## src/verilog/rsfl_defines.svh

```systemverilog
// Register indices, field positions, reset values and timing constants
`ifndef RSFL_DEFINES_SVH
`define RSFL_DEFINES_SVH

// Word indices on the Avalon-MM port (byte offset is four times these)
`define RSFL_IDX_THR      3'h0
`define RSFL_IDX_CTRL     3'h1
`define RSFL_IDX_WEN      3'h2
`define RSFL_IDX_STAT     3'h3
`define RSFL_IDX_IRQS     3'h4
`define RSFL_IDX_IRQM     3'h5

// Threshold code: power-on value and the valid codes
`define RSFL_THR_POR      8'h55
`define RSFL_THR_V0       8'h55
`define RSFL_THR_V1       8'h33
`define RSFL_THR_V2       8'h99
`define RSFL_THR_V3       8'haa

// Watchdog enable code: power-on value and the other enabling code
`define RSFL_WEN_POR      5'h0a
`define RSFL_WEN_ALT      5'h15

// Control register field positions
`define RSFL_CTRL_KEEP    7
`define RSFL_CTRL_LOW_VOLTAGE_RESET_FLAG    2
`define RSFL_CTRL_LRF     1
`define RSFL_CTRL_WRF     0

// Status register field positions
`define RSFL_STAT_TO      1
`define RSFL_STAT_PDF     0

// Interrupt status bit positions
`define RSFL_IRQ_LV       0
`define RSFL_IRQ_THR      1
`define RSFL_IRQ_WEN      2
`define RSFL_IRQ_WDT      3

// Timing
// Third synced slow edge lands two to three slow periods after detection
`define RSFL_LOW_SPEED_INTERNAL_OSC_EDGES   2'h3
`define RSFL_SETTLE_HIGH_SPEED_INTERNAL_OSC  5'h0f
`define RSFL_SETTLE_LOW_SPEED_INTERNAL_OSC  5'h01
`define RSFL_CLK_NS       25.0
`define RSFL_RST_DELAY_MS 16.7

`endif

```

## src/verilog/rsfl_pkg.sv

```systemverilog
// Types shared by the reset source and flag logic
package rsfl_pkg;

  typedef enum logic [1:0] {
    S_IDLE,
    S_WAIT,
    S_HOLD,
    S_SETTLE
  } rsfl_state_t;

  typedef enum logic [2:0] {
    C_POR,
    C_LV,
    C_THR,
    C_WEN,
    C_WDT
  } rsfl_cause_t;

endpackage : rsfl_pkg

```

## src/verilog/rsfl_top.sv

```systemverilog
// Reset source sequencing, sticky reset flags and register slave
//
// The Avalon-MM slave port and the placing of the registers are this design's own decisions.
`timescale 1ns/1ps
`include "rsfl_defines.svh"

module rsfl_top #(
  parameter int unsigned RST_DELAY_CYC =
    int'(`RSFL_RST_DELAY_MS * 1.0e6 / `RSFL_CLK_NS)
) (
  input  wire logic        clk_sys_i,
  input  wire logic        rst_i,
  input  wire logic        low_speed_internal_osc_clk_i,
  input  wire logic        low_supply_i,
  input  wire logic        sleep_mode_i,
  input  wire logic        sys_on_high_speed_internal_osc_i,
  input  wire logic        wdt_timeout_i,
  input  wire logic [2:0]  avs_address_i,
  input  wire logic        avs_read_i,
  input  wire logic        avs_write_i,
  input  wire logic [31:0] avs_writedata_i,
  output logic      [31:0] avs_readdata_o,
  output logic             avs_waitrequest_o,
  output logic             full_reset_o,
  output logic             pc_sp_clear_o,
  output logic             wake_resume_o,
  output logic             irq_o
);
  import rsfl_pkg::*;

  localparam int HOLD_W = $clog2(RST_DELAY_CYC + 1);

  rsfl_state_t      st;
  rsfl_cause_t      cause;
  logic [HOLD_W-1:0] hold_cnt;
  logic [1:0]       edge_cnt;
  logic [4:0]       settle_cnt;
  logic [4:0]       settle_len;
  logic [2:0]       low_speed_internal_osc_sync;
  logic [1:0]       low_sync;
  logic             sleep_q;
  logic             ack;
  logic [7:0]       thr_code;
  logic [4:0]       wen_code;
  logic             keep_sysclk;
  logic [2:0]       rst_flags;
  logic [2:0]       flag_set;
  logic             to_flag;
  logic             pdf_flag;
  logic [3:0]       irq_status;
  logic [3:0]       irq_mask;
  logic [3:0]       irq_set;
  logic [31:0]      next_rdata;
  logic             thr_valid;
  logic             wen_valid;
  logic             lv_evt;
  logic             idle;
  logic             wdt_run;
  logic             wdt_slp;
  logic             wait_done;
  logic             enter_hold;
  logic             wr_done;
  logic             rd_done;

  // Slow clock and low supply pass two flops; third slow clock stage only feeds edge detect
  always_ff @(posedge clk_sys_i) begin
    if (rst_i) begin
      low_speed_internal_osc_sync <= 3'h0;
      low_sync  <= 2'h0;
      sleep_q   <= 1'b0;
    end else begin
      low_speed_internal_osc_sync <= {low_speed_internal_osc_sync[1:0], low_speed_internal_osc_clk_i};
      low_sync  <= {low_sync[0], low_supply_i};
      sleep_q   <= sleep_mode_i;
    end
  end

  assign thr_valid = (thr_code == `RSFL_THR_V0) ||
                     (thr_code == `RSFL_THR_V1) ||
                     (thr_code == `RSFL_THR_V2) ||
                     (thr_code == `RSFL_THR_V3);
  assign wen_valid = (wen_code == `RSFL_WEN_POR) ||
                     (wen_code == `RSFL_WEN_ALT);

  assign lv_evt = low_sync[1] & ~sleep_mode_i;

  // Events are only taken while no sequence runs
  assign idle    = (st == S_IDLE);
  assign wdt_run = idle & wdt_timeout_i & ~sleep_mode_i;
  assign wdt_slp = idle & wdt_timeout_i & sleep_mode_i;
  assign flag_set = {idle & lv_evt, idle & ~thr_valid, idle & ~wen_valid};
  assign irq_set  = {wdt_run | wdt_slp, flag_set[0], flag_set[1],
                     flag_set[2]};
  assign wait_done = (st == S_WAIT) & low_speed_internal_osc_sync[1] & ~low_speed_internal_osc_sync[2] &
                     (edge_cnt == `RSFL_LOW_SPEED_INTERNAL_OSC_EDGES - 2'h1);
  assign enter_hold = wait_done | (wdt_run & ~lv_evt & thr_valid &
                                   wen_valid);

  // Sequencer: wait on slow clock edges, hold reset, or settle
  always_ff @(posedge clk_sys_i) begin
    if (rst_i) begin
      // power-on holds the core in reset
      st            <= S_HOLD;
      cause         <= C_POR;
      hold_cnt      <= '0;
      edge_cnt      <= 2'h0;
      settle_cnt    <= 5'h00;
      settle_len    <= `RSFL_SETTLE_LOW_SPEED_INTERNAL_OSC;
      full_reset_o  <= 1'b1;
      pc_sp_clear_o <= 1'b0;
      wake_resume_o <= 1'b0;
    end else begin
      pc_sp_clear_o <= 1'b0;
      wake_resume_o <= 1'b0;
      unique case (st)
        S_IDLE: begin
          if (lv_evt || !thr_valid || !wen_valid) begin
            // bad code waits on slow clock edges
            st       <= S_WAIT;
            edge_cnt <= 2'h0;
            if (lv_evt) begin
              cause <= C_LV;
            end else if (!thr_valid) begin
              cause <= C_THR;
            end else begin
              // bad enable code takes same path
              cause <= C_WEN;
            end
          end else if (wdt_run) begin
            st           <= S_HOLD;
            cause        <= C_WDT;
            hold_cnt     <= '0;
            full_reset_o <= 1'b1;
          end else if (wdt_slp) begin
            // sleeping timeout clears PC and SP only
            st            <= S_SETTLE;
            pc_sp_clear_o <= 1'b1;
            settle_cnt    <= 5'h00;
            settle_len <= sys_on_high_speed_internal_osc_i ? `RSFL_SETTLE_HIGH_SPEED_INTERNAL_OSC
                                        : `RSFL_SETTLE_LOW_SPEED_INTERNAL_OSC;
          end
        end
        S_WAIT: begin
          // reset starts after the slow clock edges
          if (wait_done) begin
            st           <= S_HOLD;
            hold_cnt     <= '0;
            full_reset_o <= 1'b1;
          end else if (low_speed_internal_osc_sync[1] && !low_speed_internal_osc_sync[2]) begin
            edge_cnt <= edge_cnt + 2'h1;
          end
        end
        S_HOLD: begin
          // reset held for the reset delay
          if (hold_cnt == HOLD_W'(RST_DELAY_CYC - 1)) begin
            st           <= S_IDLE;
            full_reset_o <= 1'b0;
          end else begin
            hold_cnt <= hold_cnt + HOLD_W'(1);
          end
        end
        S_SETTLE: begin
          if (settle_cnt == settle_len - 5'h01) begin
            st            <= S_IDLE;
            wake_resume_o <= 1'b1;
          end else begin
            settle_cnt <= settle_cnt + 5'h01;
          end
        end
      endcase
    end
  end

  // Bus handshake: one wait state on every access
  assign avs_waitrequest_o = (avs_read_i | avs_write_i) & ~ack;
  assign wr_done = avs_write_i & ack;
  assign rd_done = avs_read_i & ack;

  always_ff @(posedge clk_sys_i) begin
    if (rst_i) begin
      ack <= 1'b0;
    end else begin
      ack <= (avs_read_i | avs_write_i) & ~ack;
    end
  end

  // Threshold code; restore beats a coincident write
  always_ff @(posedge clk_sys_i) begin
    if (rst_i) begin
      thr_code <= `RSFL_THR_POR;
    end else if (wait_done && cause == C_THR) begin
      // corrupt code restored as reset begins
      thr_code <= `RSFL_THR_POR;
    end else if (wr_done && avs_address_i == `RSFL_IDX_THR) begin
      thr_code <= avs_writedata_i[7:0];
    end
  end

  // Watchdog enable code back to default on any full reset
  always_ff @(posedge clk_sys_i) begin
    if (rst_i) begin
      wen_code <= `RSFL_WEN_POR;
    end else if (enter_hold) begin
      wen_code <= `RSFL_WEN_POR;
    end else if (wr_done && avs_address_i == `RSFL_IDX_WEN) begin
      wen_code <= avs_writedata_i[4:0];
    end
  end

  // Idle clock keep bit returns to zero on a full reset
  always_ff @(posedge clk_sys_i) begin
    if (rst_i || enter_hold) begin
      keep_sysclk <= 1'b0;
    end else if (wr_done && avs_address_i == `RSFL_IDX_CTRL) begin
      keep_sysclk <= avs_writedata_i[`RSFL_CTRL_KEEP];
    end
  end

  // Sticky cause flags, one per bit; only software clears
  for (genvar i = 0; i < 3; i++) begin : g_flag
    always_ff @(posedge clk_sys_i) begin
      if (rst_i) begin
        rst_flags[i] <= 1'b0;
      end else if (flag_set[i]) begin
        rst_flags[i] <= 1'b1;
      end else if (wr_done && avs_address_i == `RSFL_IDX_CTRL) begin
        // software write is the only clear
        rst_flags[i] <= avs_writedata_i[i];
      end
    end
  end

  // Timeout and powerdown flags
  always_ff @(posedge clk_sys_i) begin
    if (rst_i) begin
      to_flag  <= 1'b0;
      pdf_flag <= 1'b0;
    end else begin
      if (wdt_run || wdt_slp) begin
        to_flag <= 1'b1;
      end else if (wr_done && avs_address_i == `RSFL_IDX_STAT) begin
        to_flag <= avs_writedata_i[`RSFL_STAT_TO];
      end
      if (wdt_slp || (sleep_mode_i && !sleep_q)) begin
        pdf_flag <= 1'b1;
      end else if (wr_done && avs_address_i == `RSFL_IDX_STAT) begin
        pdf_flag <= avs_writedata_i[`RSFL_STAT_PDF];
      end
    end
  end

  // Interrupt status clears on read; events in the completion cycle survive, events in the wait cycle are lost
  always_ff @(posedge clk_sys_i) begin
    if (rst_i) begin
      irq_status <= 4'h0;
    end else if (rd_done && avs_address_i == `RSFL_IDX_IRQS) begin
      irq_status <= irq_set;
    end else begin
      irq_status <= irq_status | irq_set;
    end
  end

  always_ff @(posedge clk_sys_i) begin
    if (rst_i) begin
      irq_mask <= 4'h0;
    end else if (wr_done && avs_address_i == `RSFL_IDX_IRQM) begin
      irq_mask <= avs_writedata_i[3:0];
    end
  end

  assign irq_o = |(irq_status & irq_mask);

  // Read mux; unmapped words read zero
  always_comb begin
    next_rdata = 32'h0;
    unique case (avs_address_i)
      `RSFL_IDX_THR:  next_rdata[7:0] = thr_code;
      `RSFL_IDX_CTRL: next_rdata[7:0] = {keep_sysclk, 4'h0, rst_flags};
      `RSFL_IDX_WEN:  next_rdata[4:0] = wen_code;
      `RSFL_IDX_STAT: next_rdata[1:0] = {to_flag, pdf_flag};
      `RSFL_IDX_IRQS: next_rdata[3:0] = irq_status;
      `RSFL_IDX_IRQM: next_rdata[3:0] = irq_mask;
      default:        next_rdata = 32'h0;
    endcase
  end

  // Read data captured in the wait cycle, stands at completion
  always_ff @(posedge clk_sys_i) begin
    if (rst_i) begin
      avs_readdata_o <= 32'h0;
    end else if (avs_read_i && !ack) begin
      avs_readdata_o <= next_rdata;
    end
  end
endmodule : rsfl_top

```

## config.mk

```make
export PLATFORM = sky130hd
export DESIGN_NAME = rsfl_top
export DESIGN_NICKNAME = d
export VERILOG_FILES = /design/src/verilog/rsfl_pkg.sv /design/src/verilog/rsfl_top.sv
export VERILOG_INCLUDE_DIRS = /design/src /design/src/verilog
export SDC_FILE = /design/constraint.sdc
export NUM_CORES = 1
export LEC_CHECK = 0
export BUFFER_PORTS_ARGS = -buffer_cell sky130_fd_sc_hd__buf_4
export CAP_MARGIN = 20
export CORE_MARGIN = 3
export CORE_UTILIZATION = 30
export CTS_CLUSTER_SIZE = 14
export DETAILED_ROUTE_END_ITERATION = 10
export SLEW_MARGIN = 20
export SYNTH_ARGS = -nofsm -noshare
export SYNTH_HDL_FRONTEND = slang
export SYNTH_SLANG_ARGS = --single-unit
export TNS_END_PERCENT = 1
```

## constraint.sdc

```tcl
create_clock -name clk_sys_i -period 3.4 [get_ports clk_sys_i]
set_input_delay 0.68 -clock clk_sys_i [delete_from_list [all_inputs] [get_ports clk_sys_i]]
set_output_delay 0.68 -clock clk_sys_i [all_outputs]
set_load 0.02 [all_outputs]
```

==> key figures, run 1 <==
Finish
  – # diodes: 0
  – Final instance area: 0.004628 mm^2
  – Fillers: 1,334
  – Area of the multi-input gates: 0.002241 mm^2
  – Layout area overhead: 15.38%
  – Share of layout cells above drive strength 1: 14.20%
  – FF/Latch Area: 0.001562 mm^2
  – Nets: between 500 and 600
  – Final Core Density: 36.09%

Timing
  – Tcrit/Tclk final: ~77%
  – Final Hold Fails: 0
  – Slew margin rel.: 50.40%
  – Max Clk Rate: roughly 380 MHz
  – Unrepaired setup endpoints after global routing: no
  – Setup TNS: 0 ps
  – Final min period: between 2000 and 3000 ps
  – Worst-Margin Slew: 743.2 ps
  – Skew final: 5.349 ps
  – Final max-slew violation count: 0
  – Final setup violation count: 0

Power
  – Combinational share of power: 7.5%
  – NetSw: 0.5079 mW
  – Int Power: 1.652 mW
  – Max VDD drop: 213.4 uV
  – Register share of total power: 43.8%
  – Clk pwr share: 48.7%
  – Overall Power: 2.160 mW
  – LEAKAGE: 1.683 nW
  – Pwr dens: around 470 mW/mm^2
  – Switching Fraction: 23.51%

Routing
  – Routed wire length: 9654 um
  – Final routed DRC violation total: 0
  – ANT nets after route: 0
  – Vias per cell: 5.198
  – WL/cell: 14.37 um
  – 1st-iter DRT viols: ~280
  – Via count: 3,493
  – Router iterations before antenna repair: 4

Setup path
  – Crit-path slowest cell: and2_1
  – Crit start category: flop
  – Worst Path Arrival: 2860 ps
  – Critical Path, Cell by Cell: ha_1, nand4_1, a2bb2oi_1, and2_1, nand2_1, a221oi_1
  – Worst Path Required: 3640 ps
  – Crit Path Max Fanout: 13
  – Critical path class: flop to flop
  – Worst Path Buf+Inv: 0
  – Setup crit end kind: flop
  – CP peak stage delay: 580 ps
  – Stages on worst setup path: 6
  – Delay-heaviest family, CP: simple AND/OR/NAND/NOR gates
  – Reg2Reg Depth: 6

Clock network
  – CTS clock-pin slew for the worst setup and hold paths: 60 ps
  – Hold Buf Count CTS: 0
  – Setup bufs post-CTS: 0
  – CTS max path bufs: 2
  – Clock Latency Late Sink: 340 ps
  – CTS tree: yes
  – Post-CTS sizing: 0
  – Clk sinks: 78
  – Clk root buf: clkbuf_16
  – CTS buffer count: 9
  – CTS HTree Levels: 3

Yosys
  – Share of the synthesized area in the top cell type: roughly 40%
  – Cells after synthesis: 473
  – Synth top cells by count: dfxtp_1, nand2_1, nor2_1
  – Synth area leader: dfxtp_1
  – Synth Register Bits: 78
  – Mean post-synth cell area: 8.481 um^2
  – Most frequent cell after synthesis: dfxtp_1
  – Post-synthesis sequential area ratio: roughly two fifths
  – Synth async-reset ratio: 0%
  – Synth warn: 0
  – Synth area leaders: dfxtp_1, mux2i_1, buf_4, nand2_1, nand3_1
  – Mapped cell area: roughly 0.0040 mm^2
  – Post-synth EDFFs: 0
  – Most used DFF post-synth: dfxtp_1
  – Distinct cells, synth: 59

Worst hold path
  – Hold Path Depth: 1
  – Hold WC Path Type: flop to flop

Die
  – Starting Density: 31.28%
  – Row count: 41
  – Core ar.: 0.01282 mm^2
  – IO Count: 81
  – Die H: 121.6 um
  – Die width: 121.6 um
  – Die area: 0.01480 mm^2

Run
  – Max-Cap Viols: 0

Global routing
  – Largest net degree at the start of global routing: approximately 60
  – Gr usage total: about an eighth
  – Initial antenna violation count: 0
  – First-pass GRT wire length: about 16,000 um
  – Gr ovfl total: 0
  – Vias in the first global route: about 3,200

Place
  – RD Place Congestion: 0.8440
  – Detailed placer's ending HPWL: ~6800 um
  – Port bufs: 32
  – Placed cell areas: 0.004300 mm^2

Run status
  – Status: completed
## placed cells by master (no fill, tap or decap), drive strengths merged, types with 8 or more instances in the layout
| cell type | n |
|---|---|
| a211oi | 9 |
| a21oi | 36 |
| buf | 36 |
| clkbuf | 11 |
| conb | 24 |
| dfxtp | 78 |
| mux2i | 28 |
| nand2 | 48 |
| nand2b | 8 |
| nand3 | 33 |
| nand3b | 9 |
| nor2 | 40 |
| nor2b | 12 |
| nor3 | 15 |
## worst paths after layout
path                                                  start                                        end  slack (ps)
setup / recovery                   hold_cnt[0]$_SDFFE_PP0P_                   hold_cnt[8]$_SDFFE_PP0P_         780
hold / removal    low_speed_internal_osc_sync[0]$_SDFF_PP0_  low_speed_internal_osc_sync[1]$_SDFF_PP0_         450
setup reg to reg                   hold_cnt[0]$_SDFFE_PP0P_                   hold_cnt[8]$_SDFFE_PP0P_         780
hold reg to reg   low_speed_internal_osc_sync[0]$_SDFF_PP0_  low_speed_internal_osc_sync[1]$_SDFF_PP0_         450
## state kept, by name (all words and copies together) (netlist names), 2 cells and up
name / flops
hold_cnt: 20
avs_readdata_o: 8
thr_code: 8
settle_cnt: 5
wen_code: 5
irq_mask: 4
irq_status: 4
cause: 3
low_speed_internal_osc_sync: 3
rst_flags: 3
edge_cnt: 2
low_sync: 2
st: 2
## cells by family after synthesis
logic type	after synthesis	synth area share [%]
and+or+nand+nor	202	25.89
AOI/OAI and AO/OA	103	17.97
DFF	78	38.93
buffers and inverters	52	7.423
muxes	34	8.765
adders and majority gates	3	0.9358
other	1	0.09348
## metal layers
layer  track usage (%)  wire, um  vias up
met5                 0         0        -
li1                  -         -     1726
met3             3.157       530       11
met4             5.252       155        0
met2             20.93      4394       87
met1             17.73      4574     1669
## area by class of cell
cell class	instances	share of cell area [%]
flip-flops and latches	78	33.74
repair buffers	36	5.839
clock buffers	11	5.245
well taps	172	4.650
inverters	4	0.3244
clock inverters	5	1.784
multi-input cells	366	48.42
## through the flow
step,cells,worst slack [ps],hold slack [ps]
6_report,672,777.5,450.4
5_1_grt,672,565.0,462.8
4_1_cts,672,763.4,446.4
3_5_place_dp,656,459.8,436.2
3_3_place_gp,656,477.9,423.9
2_1_floorplan,496,1008,413.8
## power by group through the flow
stage	Sequential (mW)	Clock, mW	Combinational (mW)
after global placement	0.965	0	0.159
final	0.946	1.05	0.163
after CTS	0.946	1.07	0.162
after global routing	0.948	1.11	0.178
after floorplan	0.967	0	0.124
after detailed placement	0.966	0	0.161
No activity file was read; power rests on OpenSTA's default activity.
==> run 2: changes to the inputs <==
ABC_AREA = 1   (was not set)
clock period = 2.5 ns   (was 3.4 ns; I/O delays follow)
==> key figures, run 2 <==
Clock network
  – Setup bufs post-CTS: 0
  – Clk sinks: a little under 80
  – CTS HTree Levels: 3
  – Clock Latency Late Sink: 330 ps
  – Post-CTS sizing: 0
  – CTS buffer count: 9
  – CTS clock-pin slew for the worst setup and hold paths: about 60 ps
  – Clk root buf: clkbuf_16
  – CTS tree: yes
  – Hold Buf Count CTS: 0
  – CTS max path bufs: 2

Global routing
  – Gr ovfl total: 0
  – First-pass GRT wire length: between 15,000 and 20,000 um
  – Initial antenna violation count: 0
  – Vias in the first global route: 3,582
  – Gr usage total: between 10% and 20%
  – Largest net degree at the start of global routing: 30

Power
  – Combinational share of power: about a quarter
  – Pwr dens: 715.9 mW/mm^2
  – Max VDD drop: roughly 330 uV
  – Switching Fraction: 33.76%
  – LEAKAGE: between 2 and 2.5 nW
  – Clk pwr share: 34.2%
  – Register share of total power: 41.7%
  – Int Power: 2.296 mW
  – NetSw: 1.170 mW

Finish
  – Commonest non-fill, non-tap cell in the layout: nand2_1
  – Largest regs: hold_cnt: 20 flops, avs_readdata_o: 8 flops, thr_code: 8 flops
  – Largest register FFs: 20
  – Non-filler cells, final: approximately 860
  – Top reg by flops: hold_cnt
  – Final Core Density: between 30 and 40%
  – Layout area overhead: 14.90%
  – # diodes: 0
  – Nets: 729
  – Share of layout cells above drive strength 1: between 10% and 20%
  – Most frequent cells in the layout: nand2_1, nor2_1, dfxtp_1, inv_1, nand3_1
  – Fillers: about 1,500

Die
  – Starting Density: 31.20%
  – Die width: 124.5 um
  – Die area: approximately 0.016 mm^2
  – Die H: between 100 and 150 um
  – Row count: 42
  – IO Count: 81
  – Core ar.: 0.01351 mm^2

Yosys
  – Mapped cell area: 0.004214 mm^2
  – Most frequent cell after synthesis: nand2_1
  – Compound-gate portion of the synthesized area: 12.23%
  – Synth warn: 0
  – Xor and xnor area share after synthesis: 0.6235%
  – Synth async-reset ratio: 0%
  – Synth area leaders: dfxtp_1, nand2_1, nand3_1, nor2_1, inv_1
  – Most used DFF post-synth: dfxtp_1
  – Post-synthesis simple-gate area fraction: between 30% and 40%
  – Mean post-synth cell area: 6.544 um^2
  – Synth top cells by count: nand2_1, nor2_1, dfxtp_1
  – Mux share of post-synthesis cell area: less than 1%
  – Synth area leader: dfxtp_1
  – Post-synthesis sequential area ratio: 37.05%
  – Largest family of logic cells by synthesized area: simple AND/OR/NAND/NOR gates
  – Distinct cells, synth: 39
  – Cells after synthesis: roughly 640
  – Synth Register Bits: 78
  – Post-Synth Adder-Cell Area: less than 1%
  – Share of the synthesized area in the top cell type: 37.05%
  – Post-synth EDFFs: 0

Setup path
  – Reg2Reg Depth: 10
  – Most Frequent Cell on Critical Path: nand2_1
  – Delay-heaviest family, CP: simple AND/OR/NAND/NOR gates
  – Worst Path Arrival: 2230 ps
  – Worst Path Required: 2760 ps
  – R2R setup slack: roughly 540 ps
  – CP peak stage delay: 380 ps
  – Setup crit end kind: flop
  – Crit start category: flop
  – Critical Path, Cell by Cell: ha_1, nand2_1, nor2_2, nand3_1, nor2_1, nor2_4, nand2_2, buf_4, nand2_1, a21oi_1
  – Critical path class: flop to flop
  – R2r startpoint: hold_cnt[1]$_SDFFE_PP0P_
  – Crit-path slowest cell: dfxtp_1
  – Worst Path Buf+Inv: 1
  – Reg2Reg Capture Point: hold_cnt[18]$_SDFFE_PP0P_
  – Crit Path Max Fanout: 12

Routing
  – Via count: 4,048
  – Final routed DRC violation total: 0
  – WL/cell: roughly 12 um
  – Routed wire length: 10,490 um
  – 1st-iter DRT viols: 212
  – Vias per cell: 4.691
  – ANT nets after route: 0
  – Router iterations before antenna repair: 5

Place
  – Placed Instances: 847
  – Port bufs: 32
  – RD Place Congestion: 0.8862
  – Detailed placer's ending HPWL: 7902 um
  – Dpl ws: 501.3 ps

Timing
  – Final min period: approximately 2000 ps
  – Setup TNS: 0 ps
  – Final max-slew violation count: 0
  – Max Clk Rate: approximately 510 MHz
  – Final setup violation count: 0
  – Final WS setup: 536.5 ps
  – Tcrit/Tclk final: 78.54%
  – Final Hold Fails: 0
  – WHS: 365.8 ps
  – Skew final: about 5.2 ps
  – Unrepaired setup endpoints after global routing: no

Worst hold path
  – Hold Path Depth: 3
  – Hold EP: low_sync[0]$_SDFF_PP0_
  – Hold WC Path Type: primary input to flop
  – Min-delay src: low_supply_i

Run
  – Max-Cap Viols: 0

Run status
  – Status: completed
run 2: power by group through the flow:
stage	sequential, mW	clock (mW)	combinational, mW
6_report	1.45	1.18	0.836
5_1_grt	1.46	1.26	0.964
4_1_cts	1.45	1.22	0.844
3_5_place_dp	1.47	0	0.840
3_3_place_gp	1.47	0	0.833
2_1_floorplan	1.46	0	0.656
run 2: per-layer routing:
layer,share of wire [%],GRT usage [%],vias to the layer above
li1,-,-,2114
met1,49,19.29,1841
met2,46,21.47,82
met3,3.3,1.286,11
met4,1.5,4.900,0
met5,0,0,-
run 2: cell type report:
type	instances	area, um^2	area share, %
Multi-Input combinational cell	470	2172	44.86
Sequential cell	78	1562	32.25
Timing Repair Buffer	42	315.3	6.512
Inverter	81	305.3	6.305
Clock buffer	10	229.0	4.729
Tap cell	176	220.2	4.548
Clock inverter	6	38.79	0.8010
run 2: worst max path at each step:
stage	startpoint	end	cells after the start
6_report	hold_cnt[1]$_SDFFE_PP0P_	hold_cnt[18]$_SDFFE_PP0P_	10
5_1_grt	hold_cnt[1]$_SDFFE_PP0P_	hold_cnt[4]$_SDFFE_PP0P_	10
4_1_cts	hold_cnt[1]$_SDFFE_PP0P_	hold_cnt[18]$_SDFFE_PP0P_	10
3_5_place_dp	hold_cnt[1]$_SDFFE_PP0P_	hold_cnt[18]$_SDFFE_PP0P_	10
3_3_place_gp	hold_cnt[1]$_SDFFE_PP0P_	hold_cnt[2]$_SDFFE_PP0P_	10
2_1_floorplan	hold_cnt[1]$_SDFFE_PP0P_	hold_cnt[8]$_SDFFE_PP0P_	10
run 2: cell families after synthesis:
group | count (synthesis)
simple gates | 347
buf+inv | 119
compound gates | 92
flops | 78
fa+ha+maj | 3
xor+xnor | 3
other cells | 1
mux | 1
run 2: per-stage QoR:
stage	total power, mW	cell area (um^2)
2_1_floorplan	2.117	4300
3_3_place_gp	2.306	4574
3_5_place_dp	2.312	4574
4_1_cts	3.511	4842
5_1_grt	3.686	4842
6_report	3.466	4842
run 2: worst register-to-register path: stages (launching register included):
cell	delay [ps]
dfxtp_1	380
ha_1	310
nand2_1	100
nor2_2	150
nand3_1	140
nor2_1	210
nor2_4	110
nand2_2	140
buf_4	180
nand2_1	60
a21oi_1	120
